`config.mk`:
```
export PLATFORM = sky130hd
export DESIGN_NAME = dsp_instruction_field_decoder
export DESIGN_NICKNAME = d
export VERILOG_FILES = /design/src/inc/dsp_decode_pkg.sv /design/src/design/dsp_instruction_field_decoder.sv /design/src/design/jump_condition_eval.sv
export SDC_FILE = /design/constraint.sdc
export NUM_CORES = 1
export LEC_CHECK = 0
export ABC_AREA = 1
export BUFFER_PORTS_ARGS = -buffer_cell sky130_fd_sc_hd__buf_2
export CAP_MARGIN = 10
export CORE_ASPECT_RATIO = 1.1
export CORE_UTILIZATION = 45
export CTS_BUF_LIST = sky130_fd_sc_hd__clkbuf_8
export DETAILED_ROUTE_END_ITERATION = 10
export PLACE_DENSITY = 0.69
export SYNTH_ARGS = -nofsm -noshare
export SYNTH_HDL_FRONTEND = slang
export SYNTH_SLANG_ARGS = --single-unit
export TNS_END_PERCENT = 10
```
`constraint.sdc`:
```
create_clock -name CLK_SYS -period 5 [get_ports CLK_SYS]
set_clock_uncertainty 0.1 [all_clocks]
set_input_delay 0.25 -clock CLK_SYS [delete_from_list [all_inputs] [get_ports CLK_SYS]]
set_output_delay 0.25 -clock CLK_SYS [all_outputs]
set_load 0.05 [all_outputs]
```
`src/inc/dsp_decode_pkg.sv`:
```
// Constants, encodings and carrier types of the instruction field decoder
package dsp_decode_pkg;

    ////////////////////////////////////////////////////////////////////////////
    // Widths
    localparam int INSTR_W = 23;
    localparam int PC_W = 11;
    localparam int DP_W = 7;
    localparam int RP_W = 9;
    localparam int IMM_W = 16;
    localparam int APB_AW = 8;

    ////////////////////////////////////////////////////////////////////////////
    // Field positions
    localparam int FMT_HI = 22;
    localparam int FMT_LO = 21;
    localparam int ALU_IN_HI = 20;
    localparam int ALU_IN_LO = 19;
    localparam int ALU_FN_HI = 18;
    localparam int ALU_FN_LO = 15;
    localparam int ACC_SEL_BIT = 14;
    localparam int LOW_MOD_HI = 13;
    localparam int LOW_MOD_LO = 12;
    localparam int HIGH_MASK_HI = 11;
    localparam int HIGH_MASK_LO = 9;
    localparam int COEF_STEP_BIT = 8;
    localparam int SOURCE_HI = 7;
    localparam int SOURCE_LO = 4;
    localparam int DEST_HI = 3;
    localparam int DEST_LO = 0;
    localparam int KIND_HI = 20;
    localparam int KIND_LO = 18;
    localparam int COND_HI = 17;
    localparam int COND_LO = 13;
    localparam int TARGET_HI = 12;
    localparam int TARGET_LO = 2;
    localparam int IMM_HI = 20;
    localparam int IMM_LO = 5;
    localparam int FORCED_RAM_BIT = 6;

    ////////////////////////////////////////////////////////////////////////////
    // Formats, branch kinds, pointer modifies, low nibble condition
    localparam logic [1:0] FMT_OPERATE = 2'h0;
    localparam logic [1:0] FMT_RETURN = 2'h1;
    localparam logic [1:0] FMT_JUMP = 2'h2;
    localparam logic [1:0] FMT_LOAD = 2'h3;
    localparam logic [2:0] KIND_JUMP = 3'h4;
    localparam logic [2:0] KIND_CALL = 3'h5;
    localparam logic [2:0] KIND_COND = 3'h2;
    localparam logic [1:0] LOW_KEEP = 2'h0;
    localparam logic [1:0] LOW_INC = 2'h1;
    localparam logic [1:0] LOW_DEC = 2'h2;
    localparam logic [1:0] LOW_CLEAR = 2'h3;
    localparam logic [3:0] COND_LOW_NIBBLE = 4'hC;
    localparam logic [3:0] NIBBLE_ZERO = 4'h0;
    localparam logic [3:0] NIBBLE_FULL = 4'hF;

    ////////////////////////////////////////////////////////////////////////////
    // Bus source codes
    localparam logic [3:0] SOURCE_NONE = 4'h0;
    localparam logic [3:0] SOURCE_ACC_A = 4'h1;
    localparam logic [3:0] SOURCE_ACC_B = 4'h2;
    localparam logic [3:0] SOURCE_SCRATCH = 4'h3;
    localparam logic [3:0] SOURCE_DATA_POINTER = 4'h4;
    localparam logic [3:0] SOURCE_COEF_POINTER = 4'h5;
    localparam logic [3:0] SOURCE_ROM = 4'h6;
    localparam logic [3:0] SOURCE_SIGN = 4'h7;
    localparam logic [3:0] SOURCE_HOST = 4'h8;
    localparam logic [3:0] SOURCE_HOST_QUIET = 4'h9;
    localparam logic [3:0] SOURCE_STATUS = 4'hA;
    localparam logic [3:0] SOURCE_SERIAL_MSB = 4'hB;
    localparam logic [3:0] SOURCE_SERIAL_REV = 4'hC;
    localparam logic [3:0] SOURCE_FACTOR1 = 4'hD;
    localparam logic [3:0] SOURCE_FACTOR2 = 4'hE;
    localparam logic [3:0] SOURCE_RAM = 4'hF;

    ////////////////////////////////////////////////////////////////////////////
    // Bus destination codes
    localparam logic [3:0] DEST_NONE = 4'h0;
    localparam logic [3:0] DEST_ACC_A = 4'h1;
    localparam logic [3:0] DEST_ACC_B = 4'h2;
    localparam logic [3:0] DEST_SCRATCH = 4'h3;
    localparam logic [3:0] DEST_DATA_POINTER = 4'h4;
    localparam logic [3:0] DEST_COEF_POINTER = 4'h5;
    localparam logic [3:0] DEST_HOST = 4'h6;
    localparam logic [3:0] DEST_STATUS = 4'h7;
    localparam logic [3:0] DEST_SERIAL_LSB = 4'h8;
    localparam logic [3:0] DEST_SERIAL_MSB = 4'h9;
    localparam logic [3:0] DEST_FACTOR1 = 4'hA;
    localparam logic [3:0] DEST_FACTOR_ROM = 4'hB;
    localparam logic [3:0] DEST_FACTOR_RAM = 4'hC;
    localparam logic [3:0] DEST_FACTOR2 = 4'hD;
    localparam logic [3:0] DEST_NONE_ALT = 4'hE;
    localparam logic [3:0] DEST_RAM = 4'hF;

    ////////////////////////////////////////////////////////////////////////////
    // Register map
    localparam logic [APB_AW-1:0] ADDR_CTRL = 8'h00;
    localparam logic [APB_AW-1:0] ADDR_PC = 8'h04;
    localparam logic [APB_AW-1:0] ADDR_POINTERS = 8'h08;
    localparam logic [APB_AW-1:0] ADDR_LAST = 8'h0C;
    localparam logic [APB_AW-1:0] ADDR_STATUS = 8'h10;
    localparam int CTRL_RUN_BIT = 0;
    localparam logic CTRL_RUN_RESET = 1'h1;
    localparam int PTR_COEF_LO = 16;
    localparam int STAT_ILLEGAL_BIT = 0;
    localparam int STAT_OVER_BIT = 1;
    localparam int STAT_UNDER_BIT = 2;
    localparam int STAT_DEPTH_LO = 8;

    ////////////////////////////////////////////////////////////////////////////
    // Carriers
    typedef struct packed {
        logic carry_a;
        logic carry_b;
        logic zero_a;
        logic zero_b;
        logic ovf0_a;
        logic ovf0_b;
        logic ovf1_a;
        logic ovf1_b;
        logic sign0_a;
        logic sign0_b;
        logic sign1_a;
        logic sign1_b;
        logic serial_in_ack;
        logic serial_out_ack;
        logic host_request_flag;
    } cond_flags_t;

    typedef struct packed {
        logic valid;
        logic [1:0] format;
        logic acc_b;
        logic [1:0] alu_input;
        logic [3:0] alu_func;
        logic [3:0] source;
        logic [3:0] dest;
        logic host_flag_set;
        logic dma_raise;
        logic serial_in_read;
        logic serial_in_reversed;
        logic serial_out_load;
        logic serial_out_msb_first;
        logic factor1_from_bus;
        logic factor1_from_ram;
        logic factor2_from_bus;
        logic factor2_from_rom;
        logic ram_read;
        logic ram_write;
        logic immediate_on_bus;
        logic [IMM_W-1:0] immediate_value;
        logic [DP_W-1:0] ram_addr;
        logic [DP_W-1:0] factor_ram_addr;
        logic [RP_W-1:0] rom_addr;
        logic jump_taken;
        logic calling;
        logic returning;
    } decode_t;

endpackage : dsp_decode_pkg

```
`src/design/dsp_instruction_field_decoder.sv`:
```
// Instruction field decoder with pointer, program counter and return stack state
`timescale 1ns/1ps
`default_nettype none
module dsp_instruction_field_decoder #(
    parameter int STACK_DEPTH = 4
) (
    input wire logic CLK_SYS,
    input wire logic RST_N,
    input wire logic CE,
    input wire logic PSEL,
    input wire logic PENABLE,
    input wire logic PWRITE,
    input wire logic [dsp_decode_pkg::APB_AW-1:0] PADDR,
    input wire logic [31:0] PWDATA,
    output logic [31:0] PRDATA,
    output logic PREADY,
    output logic PSLVERR,
    input wire logic INSTR_VALID,
    input wire logic [dsp_decode_pkg::INSTR_W-1:0] INSTR,
    input wire logic [dsp_decode_pkg::IMM_W-1:0] BUS_VALUE,
    input wire dsp_decode_pkg::cond_flags_t FLAGS,
    input wire logic DMA_MODE,
    output dsp_decode_pkg::decode_t DECODE,
    output logic [dsp_decode_pkg::PC_W-1:0] PROGRAM_COUNTER,
    output logic [dsp_decode_pkg::DP_W-1:0] DATA_POINTER,
    output logic [dsp_decode_pkg::RP_W-1:0] COEF_POINTER
);
    import dsp_decode_pkg::*;

    localparam int SP_W = $clog2(STACK_DEPTH);

    // Power of two keeps the stack index wrapping for free
    if (STACK_DEPTH < 2 || STACK_DEPTH > 16 || (STACK_DEPTH & (STACK_DEPTH - 1)) != 0) begin : g_depth_check
        $error("STACK_DEPTH must be a power of two from 2 to 16");
    end

    typedef struct packed {
        logic run;
        logic illegal_seen;
        logic over_seen;
        logic under_seen;
        logic [PC_W-1:0] pc;
        logic [DP_W-1:0] dp;
        logic [RP_W-1:0] rp;
        logic [STACK_DEPTH-1:0][PC_W-1:0] stack;
        logic [SP_W:0] depth;
        logic [INSTR_W-1:0] last;
        logic [31:0] rdata;
        decode_t dec;
    } state_t;

    state_t s_q;
    state_t s_d;
    logic cond_holds;
    logic [1:0] fmt;
    logic [3:0] source_code;
    logic [3:0] dest_code;
    logic [2:0] kind;
    logic take;
    logic [DP_W-1:0] dp_work;
    logic [RP_W-1:0] rp_work;
    logic [IMM_W-1:0] move_value;
    logic [SP_W-1:0] top;
    logic apb_write;

    ////////////////////////////////////////////////////////////////////////////
    // Decoding helpers

    function automatic decode_t source_fields(decode_t d, logic [3:0] code, logic dma);
        d.source = code;
        case (code)
            SOURCE_HOST: begin
                d.host_flag_set = 1'h1;
                d.dma_raise = dma;
            end
            SOURCE_HOST_QUIET: begin
                d.host_flag_set = 1'h0;
                d.dma_raise = 1'h0;
            end
            SOURCE_SERIAL_MSB: d.serial_in_read = 1'h1;
            SOURCE_SERIAL_REV: begin
                d.serial_in_read = 1'h1;
                d.serial_in_reversed = 1'h1;
            end
            SOURCE_RAM: d.ram_read = 1'h1;
            default: d.source = code;
        endcase
        return d;
    endfunction : source_fields

    function automatic decode_t dest_fields(decode_t d, logic [3:0] code, logic dma);
        d.dest = code;
        case (code)
            DEST_HOST: begin
                d.host_flag_set = 1'h1;
                d.dma_raise = dma;
            end
            DEST_SERIAL_LSB: d.serial_out_load = 1'h1;
            DEST_SERIAL_MSB: begin
                d.serial_out_load = 1'h1;
                d.serial_out_msb_first = 1'h1;
            end
            DEST_FACTOR1: d.factor1_from_bus = 1'h1;
            DEST_FACTOR2: d.factor2_from_bus = 1'h1;
            DEST_FACTOR_ROM: begin
                d.factor1_from_bus = 1'h1;
                d.factor2_from_rom = 1'h1;
            end
            DEST_FACTOR_RAM: begin
                d.factor1_from_ram = 1'h1;
                d.factor2_from_bus = 1'h1;
            end
            DEST_RAM: d.ram_write = 1'h1;
            default: d.dest = code;
        endcase
        return d;
    endfunction : dest_fields

    function automatic logic addr_known(logic [APB_AW-1:0] a);
        return (a == ADDR_CTRL) || (a == ADDR_PC) || (a == ADDR_POINTERS) || (a == ADDR_LAST)
            || (a == ADDR_STATUS);
    endfunction : addr_known

    jump_condition_eval u_cond (
        .cond(INSTR[COND_HI:COND_LO]),
        .flags(FLAGS),
        .low_nibble(s_q.dp[3:0]),
        .holds(cond_holds)
    );

    ////////////////////////////////////////////////////////////////////////////
    // Next state

    always_comb begin
        s_d = s_q;
        fmt = INSTR[FMT_HI:FMT_LO];
        source_code = INSTR[SOURCE_HI:SOURCE_LO];
        dest_code = INSTR[DEST_HI:DEST_LO];
        kind = INSTR[KIND_HI:KIND_LO];
        take = 1'h0;
        dp_work = s_q.dp;
        rp_work = s_q.rp;
        move_value = BUS_VALUE;
        top = SP_W'(s_q.depth - 1'h1);
        apb_write = PSEL & PENABLE & PWRITE;
        // Write one to clear ahead of the instruction, so an event in the same cycle wins
        if (apb_write && PADDR == ADDR_STATUS) begin
            s_d.illegal_seen = s_q.illegal_seen & ~PWDATA[STAT_ILLEGAL_BIT];
            s_d.over_seen = s_q.over_seen & ~PWDATA[STAT_OVER_BIT];
            s_d.under_seen = s_q.under_seen & ~PWDATA[STAT_UNDER_BIT];
        end
        s_d.dec = '0;
        if (INSTR_VALID && s_q.run) begin
            s_d.last = INSTR;
            s_d.dec.valid = 1'h1;
            s_d.dec.format = fmt;
            // Move uses the pointers as they stood at the start of the cycle
            s_d.dec.ram_addr = s_q.dp;
            s_d.dec.factor_ram_addr = s_q.dp;
            s_d.dec.factor_ram_addr[FORCED_RAM_BIT] = 1'h1;
            s_d.dec.rom_addr = s_q.rp;
            s_d.pc = PC_W'(s_q.pc + 1'h1);
            case (fmt)
                FMT_OPERATE, FMT_RETURN: begin
                    s_d.dec.acc_b = INSTR[ACC_SEL_BIT];
                    s_d.dec.alu_input = INSTR[ALU_IN_HI:ALU_IN_LO];
                    s_d.dec.alu_func = INSTR[ALU_FN_HI:ALU_FN_LO];
                    s_d.dec = source_fields(s_d.dec, source_code, DMA_MODE);
                    s_d.dec = dest_fields(s_d.dec, dest_code, DMA_MODE);
                end
                FMT_JUMP: begin
                    case (kind)
                        KIND_JUMP: take = 1'h1;
                        KIND_CALL: take = 1'h1;
                        KIND_COND: take = cond_holds;
                        default: begin
                            // Prohibited kind: run on, remember it for software
                            take = 1'h0;
                            s_d.illegal_seen = 1'h1;
                        end
                    endcase
                    if (take) begin
                        s_d.pc = INSTR[TARGET_HI:TARGET_LO];
                        s_d.dec.jump_taken = 1'h1;
                    end
                    if (kind == KIND_CALL) begin
                        s_d.dec.calling = 1'h1;
                        if (s_q.depth == (SP_W + 1)'(STACK_DEPTH)) begin
                            // Full stack: newest return address is replaced, older ones survive
                            s_d.over_seen = 1'h1;
                            s_d.stack[top] = PC_W'(s_q.pc + 1'h1);
                        end else begin
                            s_d.stack[SP_W'(s_q.depth)] = PC_W'(s_q.pc + 1'h1);
                            s_d.depth = (SP_W + 1)'(s_q.depth + 1'h1);
                        end
                    end
                end
                FMT_LOAD: begin
                    move_value = INSTR[IMM_HI:IMM_LO];
                    s_d.dec.immediate_on_bus = 1'h1;
                    s_d.dec.immediate_value = INSTR[IMM_HI:IMM_LO];
                    s_d.dec = dest_fields(s_d.dec, dest_code, DMA_MODE);
                end
                default: s_d.dec.valid = 1'h1;
            endcase

            // Pointer loads from the move come first, modifies apply on top
            if (fmt != FMT_JUMP && dest_code == DEST_DATA_POINTER) begin
                dp_work = move_value[DP_W-1:0];
            end
            if (fmt != FMT_JUMP && dest_code == DEST_COEF_POINTER) begin
                rp_work = move_value[RP_W-1:0];
            end
            if (fmt == FMT_OPERATE || fmt == FMT_RETURN) begin
                case (INSTR[LOW_MOD_HI:LOW_MOD_LO])
                    LOW_INC: dp_work[3:0] = 4'(dp_work[3:0] + 1'h1);
                    LOW_DEC: dp_work[3:0] = 4'(dp_work[3:0] - 1'h1);
                    LOW_CLEAR: dp_work[3:0] = 4'h0;
                    default: dp_work[3:0] = dp_work[3:0];
                endcase
                dp_work[6:4] = dp_work[6:4] ^ INSTR[HIGH_MASK_HI:HIGH_MASK_LO];
                if (INSTR[COEF_STEP_BIT]) begin
                    rp_work = RP_W'(rp_work - 1'h1);
                end
            end
            s_d.dp = dp_work;
            s_d.rp = rp_work;

            // Return goes last, after the move and the pointer changes
            if (fmt == FMT_RETURN) begin
                s_d.dec.returning = 1'h1;
                if (s_q.depth == '0) begin
                    s_d.under_seen = 1'h1;
                end else begin
                    s_d.pc = s_q.stack[top];
                    s_d.depth = (SP_W + 1)'(s_q.depth - 1'h1);
                end
            end
        end

        // Software writes land after the instruction of the same cycle
        if (apb_write) begin
            case (PADDR)
                ADDR_CTRL: s_d.run = PWDATA[CTRL_RUN_BIT];
                ADDR_PC: s_d.pc = PWDATA[PC_W-1:0];
                ADDR_POINTERS: begin
                    s_d.dp = PWDATA[DP_W-1:0];
                    s_d.rp = PWDATA[PTR_COEF_LO +: RP_W];
                end
                default: s_d.run = s_d.run;
            endcase
        end

        // Read data is fetched in the setup cycle so the access can end at once
        if (PSEL && !PENABLE) begin
            s_d.rdata = '0;
            case (PADDR)
                ADDR_CTRL: s_d.rdata[CTRL_RUN_BIT] = s_q.run;
                ADDR_PC: s_d.rdata[PC_W-1:0] = s_q.pc;
                ADDR_POINTERS: begin
                    s_d.rdata[DP_W-1:0] = s_q.dp;
                    s_d.rdata[PTR_COEF_LO +: RP_W] = s_q.rp;
                end
                ADDR_LAST: s_d.rdata[INSTR_W-1:0] = s_q.last;
                ADDR_STATUS: begin
                    s_d.rdata[STAT_ILLEGAL_BIT] = s_q.illegal_seen;
                    s_d.rdata[STAT_OVER_BIT] = s_q.over_seen;
                    s_d.rdata[STAT_UNDER_BIT] = s_q.under_seen;
                    s_d.rdata[STAT_DEPTH_LO +: SP_W + 1] = s_q.depth;
                end
                default: s_d.rdata = '0;
            endcase
        end
    end

    ////////////////////////////////////////////////////////////////////////////
    // State register

    always_ff @(posedge CLK_SYS) begin
        if (!RST_N) begin
            s_q <= '0;
            s_q.run <= CTRL_RUN_RESET;
        end else if (CE) begin
            s_q <= s_d;
        end
    end

    ////////////////////////////////////////////////////////////////////////////
    // Outputs

    assign DECODE = s_q.dec;
    assign PROGRAM_COUNTER = s_q.pc;
    assign DATA_POINTER = s_q.dp;
    assign COEF_POINTER = s_q.rp;
    assign PRDATA = s_q.rdata;
    // Clock enable low stalls the bus instead of dropping a transfer
    assign PREADY = CE;
    assign PSLVERR = PSEL & PENABLE & ~addr_known(PADDR);

endmodule : dsp_instruction_field_decoder
`default_nettype wire

```
`src/design/jump_condition_eval.sv`:
```
// Evaluates the condition field of a conditional jump
`timescale 1ns/1ps
`default_nettype none
module jump_condition_eval (
    input wire logic [4:0] cond,
    input wire dsp_decode_pkg::cond_flags_t flags,
    input wire logic [3:0] low_nibble,
    output logic holds
);
    import dsp_decode_pkg::*;

    logic [15:0] flag_vec;

    // Index is the condition code without its polarity bit
    assign flag_vec = {flags.host_request_flag, flags.serial_out_ack, flags.serial_in_ack, 1'h0,
                       flags.sign1_b, flags.sign1_a, flags.sign0_b, flags.sign0_a,
                       flags.ovf1_b, flags.ovf1_a, flags.ovf0_b, flags.ovf0_a,
                       flags.zero_b, flags.zero_a, flags.carry_b, flags.carry_a};

    always_comb begin
        if (cond[4:1] == COND_LOW_NIBBLE) begin
            // Nibble test: polarity picks all-ones over zero
            holds = cond[0] ? (low_nibble == NIBBLE_FULL) : (low_nibble == NIBBLE_ZERO);
        end else begin
            holds = (flag_vec[cond[4:1]] == cond[0]);
        end
    end
endmodule : jump_condition_eval
`default_nettype wire

```
==> key figures <==
Outcome
  • Run status: finished, final reports clean

Cells and area
  • Fin nets: 1701
  • Diode count: 0
  • Layout area overhead: 7.66%
  • Multi-input gate area: about 4800 um2
  • Fin util: just under 50%
  • FILL cells: about 2.4k
  • Reg area: around 3800 um2
  • Ratio of cells with drive above 1 in the final layout: around 17%

Placement
  • Pre-CTS WS: around 1.7 ns
  • Post-DP HPWL: between 20 and 25 mm
  • Port Buf Inserts: roughly 210
  • Gpl congestion: 0.937

Timing
  • Peak Freq: approximately 0.34 GHz
  • Tcrit/Tclk final: about three fifths
  • Rel. slew slack: between 20 and 30%
  • Max Slew Vio Count: 0
  • Worst-Margin Slew: around 1.1 ns
  • Final setup vio count: 0
  • Unrepaired setup endpoints after global routing: no
  • TNS Setup: 0 ns
  • Min cycle time layout: between 2 and 3 ns
  • Final Hold Viols: 0
  • Worst setup margin: 2.05 ns

Clocking
  • Clk slew on worst S/H paths: approximately 0.11 ns
  • Clk root buf: clkbuf_8
  • Post-CTS Hold Buffers: 24
  • Longest Clk Path Bufs: 2
  • Post-CTS Setup Bufs: 0
  • CTS tree: built
  • CTS sink count: ~190
  • Cts bufs inserted: 17
  • H-tree depth: 4
  • PostCTS Resize Cnt: 0
  • Clock Latency Late Sink: 0.48 ns

Flow run
  • Max Cap Viol: 0

Critical path
  • Critical Path RT: roughly 5.2 ns
  • Worst R2R Start: s_q[128]
  • Crit path kind: register to register
  • Worst EP arrival: about 3.2 ns
  • FF-to-FF path depth: 13
  • CP max FO: 26
  • Worst setup SP type: register
  • Critical Path Source: s_q[128]
  • Reg2reg end: PROGRAM_COUNTER[2]
  • Endpoint class of the critical path: register
  • Worst R2R Setup Slack: between 2 and 2.5 ns

Floorplan
  • Core box area: 22900 um2
  • Chip height: 163 um
  • Cell Rows: 58
  • Die extent in x: about 150 um
  • Starting density of the core: a little under half
  • I/O Pins: ~240
  • Die area: roughly 24000 um2

Routing
  • DR vias/cell: around 5.3
  • Drt pass-1 iters: 6
  • Metal3 WL: a little over 2 mm
  • Via count: between 10k and 15k
  • Highest routing layer actually used: met4
  • Initial DRC count: around 800
  • Total Wirelength: around 32 mm
  • Routed len/inst: ~17 um
  • Post-route ant nets: 0
  • Drc violations: 0
  • Wire length on met1: approximately 13 mm
  • Met2 wire length: roughly 15 mm

Synthesis
  • Top cells by area, synth: dfxtp_1 36%, nand2_1 12%, a21oi_1 9.9%
  • Top-count cell post-synth: nand2_1
  • Synth Warn #: 0
  • Count of state elements after synthesis: around 190
  • Ys async rst share: 0%
  • Syn Area/Cell: around 7 um2
  • Gate Count Post-Synth: ~1.5k
  • Most used DFF post-synth: dfxtp_1
  • Synth cell types: between 40 and 50
  • Post-synth top area cell: dfxtp_1
  • Synth top area share: a little over a third
  • EDFF count, synth: 0
  • Synthesized area: about 11000 um2
  • Sequential area share after synthesis: approximately 36%
  • Synth top cells by count: 334 x nand2_1, 208 x a21oi_1, 192 x dfxtp_1

Pwr
  • Power Total: about 3.1 mW
  • Pleak: ~5 nW
  • Power density cells: ~280 nW/um2
  • Peak supply drop: 0.132 mV

Min path
  • WHS Path Cells: 3
  • HP Class: primary input to register
  • Critical hold path startpoint: INSTR[21]
  • WHS Endpoint: DECODE[70]

Global route
  • First-pass GRT wire length: 48.6 mm
  • Grt total ovfl: 0
  • Largest net degree at the start of global routing: ~100
  • Initial antenna violation count: 0
  • Total GRT Usage: between 20 and 30%
  • Via count of the first global-routing pass: 9062
==> cell type report <==
cell class                 count  share of cell area [%]
multi-input combinational    981                    42.2
sequential                   192                    33.8
timing repair buffer         243                    12.0
inverter                     151                    5.04
tap                          300                    3.30
clock buffer                  17                    2.06
clock inverter                15                    1.54
==> layout by cell type, fill, tap and decap left out, types with 3 or more instances in the layout <==
cell           synthesis  layout
ha_1                  12      12
xor2_1                10      10
clkinv_4               0       4
nand4_1                8       8
o21ai_2                3       3
inv_8                  0       3
nor4_1                 3       3
clkbuf_8               0      17
inv_6                  0       4
a21oi_1              208     208
inv_2                  7       6
nor2_4                 2       3
o21ai_0              149     149
o221ai_1               7       7
dfxtp_1              192     192
conb_1                 1       7
a221o_1                4       4
a31oi_1                5       5
o21ai_1               11      11
nand3_1               72      72
o211ai_1              22      22
dlygate4sd3_1          0      24
nor2_1                68      67
nor2_2                 3       3
nor3_1                16      16
inv_1                141     142
buf_2                 12     209
o22ai_1               13      13
nand2_1              334     334
buf_4                134      10
==> kinds of logic (layout without fill, tap and decap cells) <==
| group | count (synthesis) | count (layout) | synth area share, % |
|---|---|---|---|
| compound gates | 436 | 436 | 22.5 |
| flops | 192 | 192 | 36.4 |
| fa+ha+maj | 13 | 13 | 1.61 |
| xor+xnor | 11 | 11 | 0.913 |
| buf+inv | 367 | 426 | 18.4 |
| simple gates | 514 | 514 | 20.2 |
| other cells | 1 | 7 | 0.0355 |
==> power breakdown <==
group	switching, mW	internal, mW
sequential	0.0325	1.56
combinational	0.334	0.129
clock	0.609	0.462
==> stage by stage <==
stage / hold WS (ns) / cells / instance area [um2]
2_1_floorplan: 0.293 / 1540 / 10600
3_3_place_gp: 0.334 / 1843 / 10700
3_5_place_dp: 0.340 / 1843 / 10700
4_1_cts: 0.00210 / 1899 / 11400
5_1_grt: 0.0267 / 1899 / 11400
6_report: 0.0335 / 1899 / 11400
==> critical path: stages (launching register included) <==
cell	delay, ns
dfxtp_1	0.32
buf_4	0.27
inv_1	0.07
buf_4	0.23
ha_1	0.29
ha_1	0.23
nor2_1	0.34
inv_1	0.39
o21ai_0	0.25
inv_1	0.06
nand2_1	0.06
nand2_1	0.05
nand2_1	0.05
a21oi_1	0.06
==> per-layer routing <==
layer  global-route usage, %  up-vias
met4                    14.0        0
met1                    31.9     4615
met2                    43.1      382
li1                        -     5024
met3                    4.15       78
met5                       0        -
==> worst max-delay path by stage <==
stage                     cells after the start                   to
after floorplan                              13  PROGRAM_COUNTER[10]
after global placement                       16      COEF_POINTER[8]
after detailed placement                     16      COEF_POINTER[8]
after CTS                                    13   PROGRAM_COUNTER[7]
after global routing                         13   PROGRAM_COUNTER[5]
final                                        13   PROGRAM_COUNTER[2]
No activity file was read; power rests on OpenSTA's default activity.
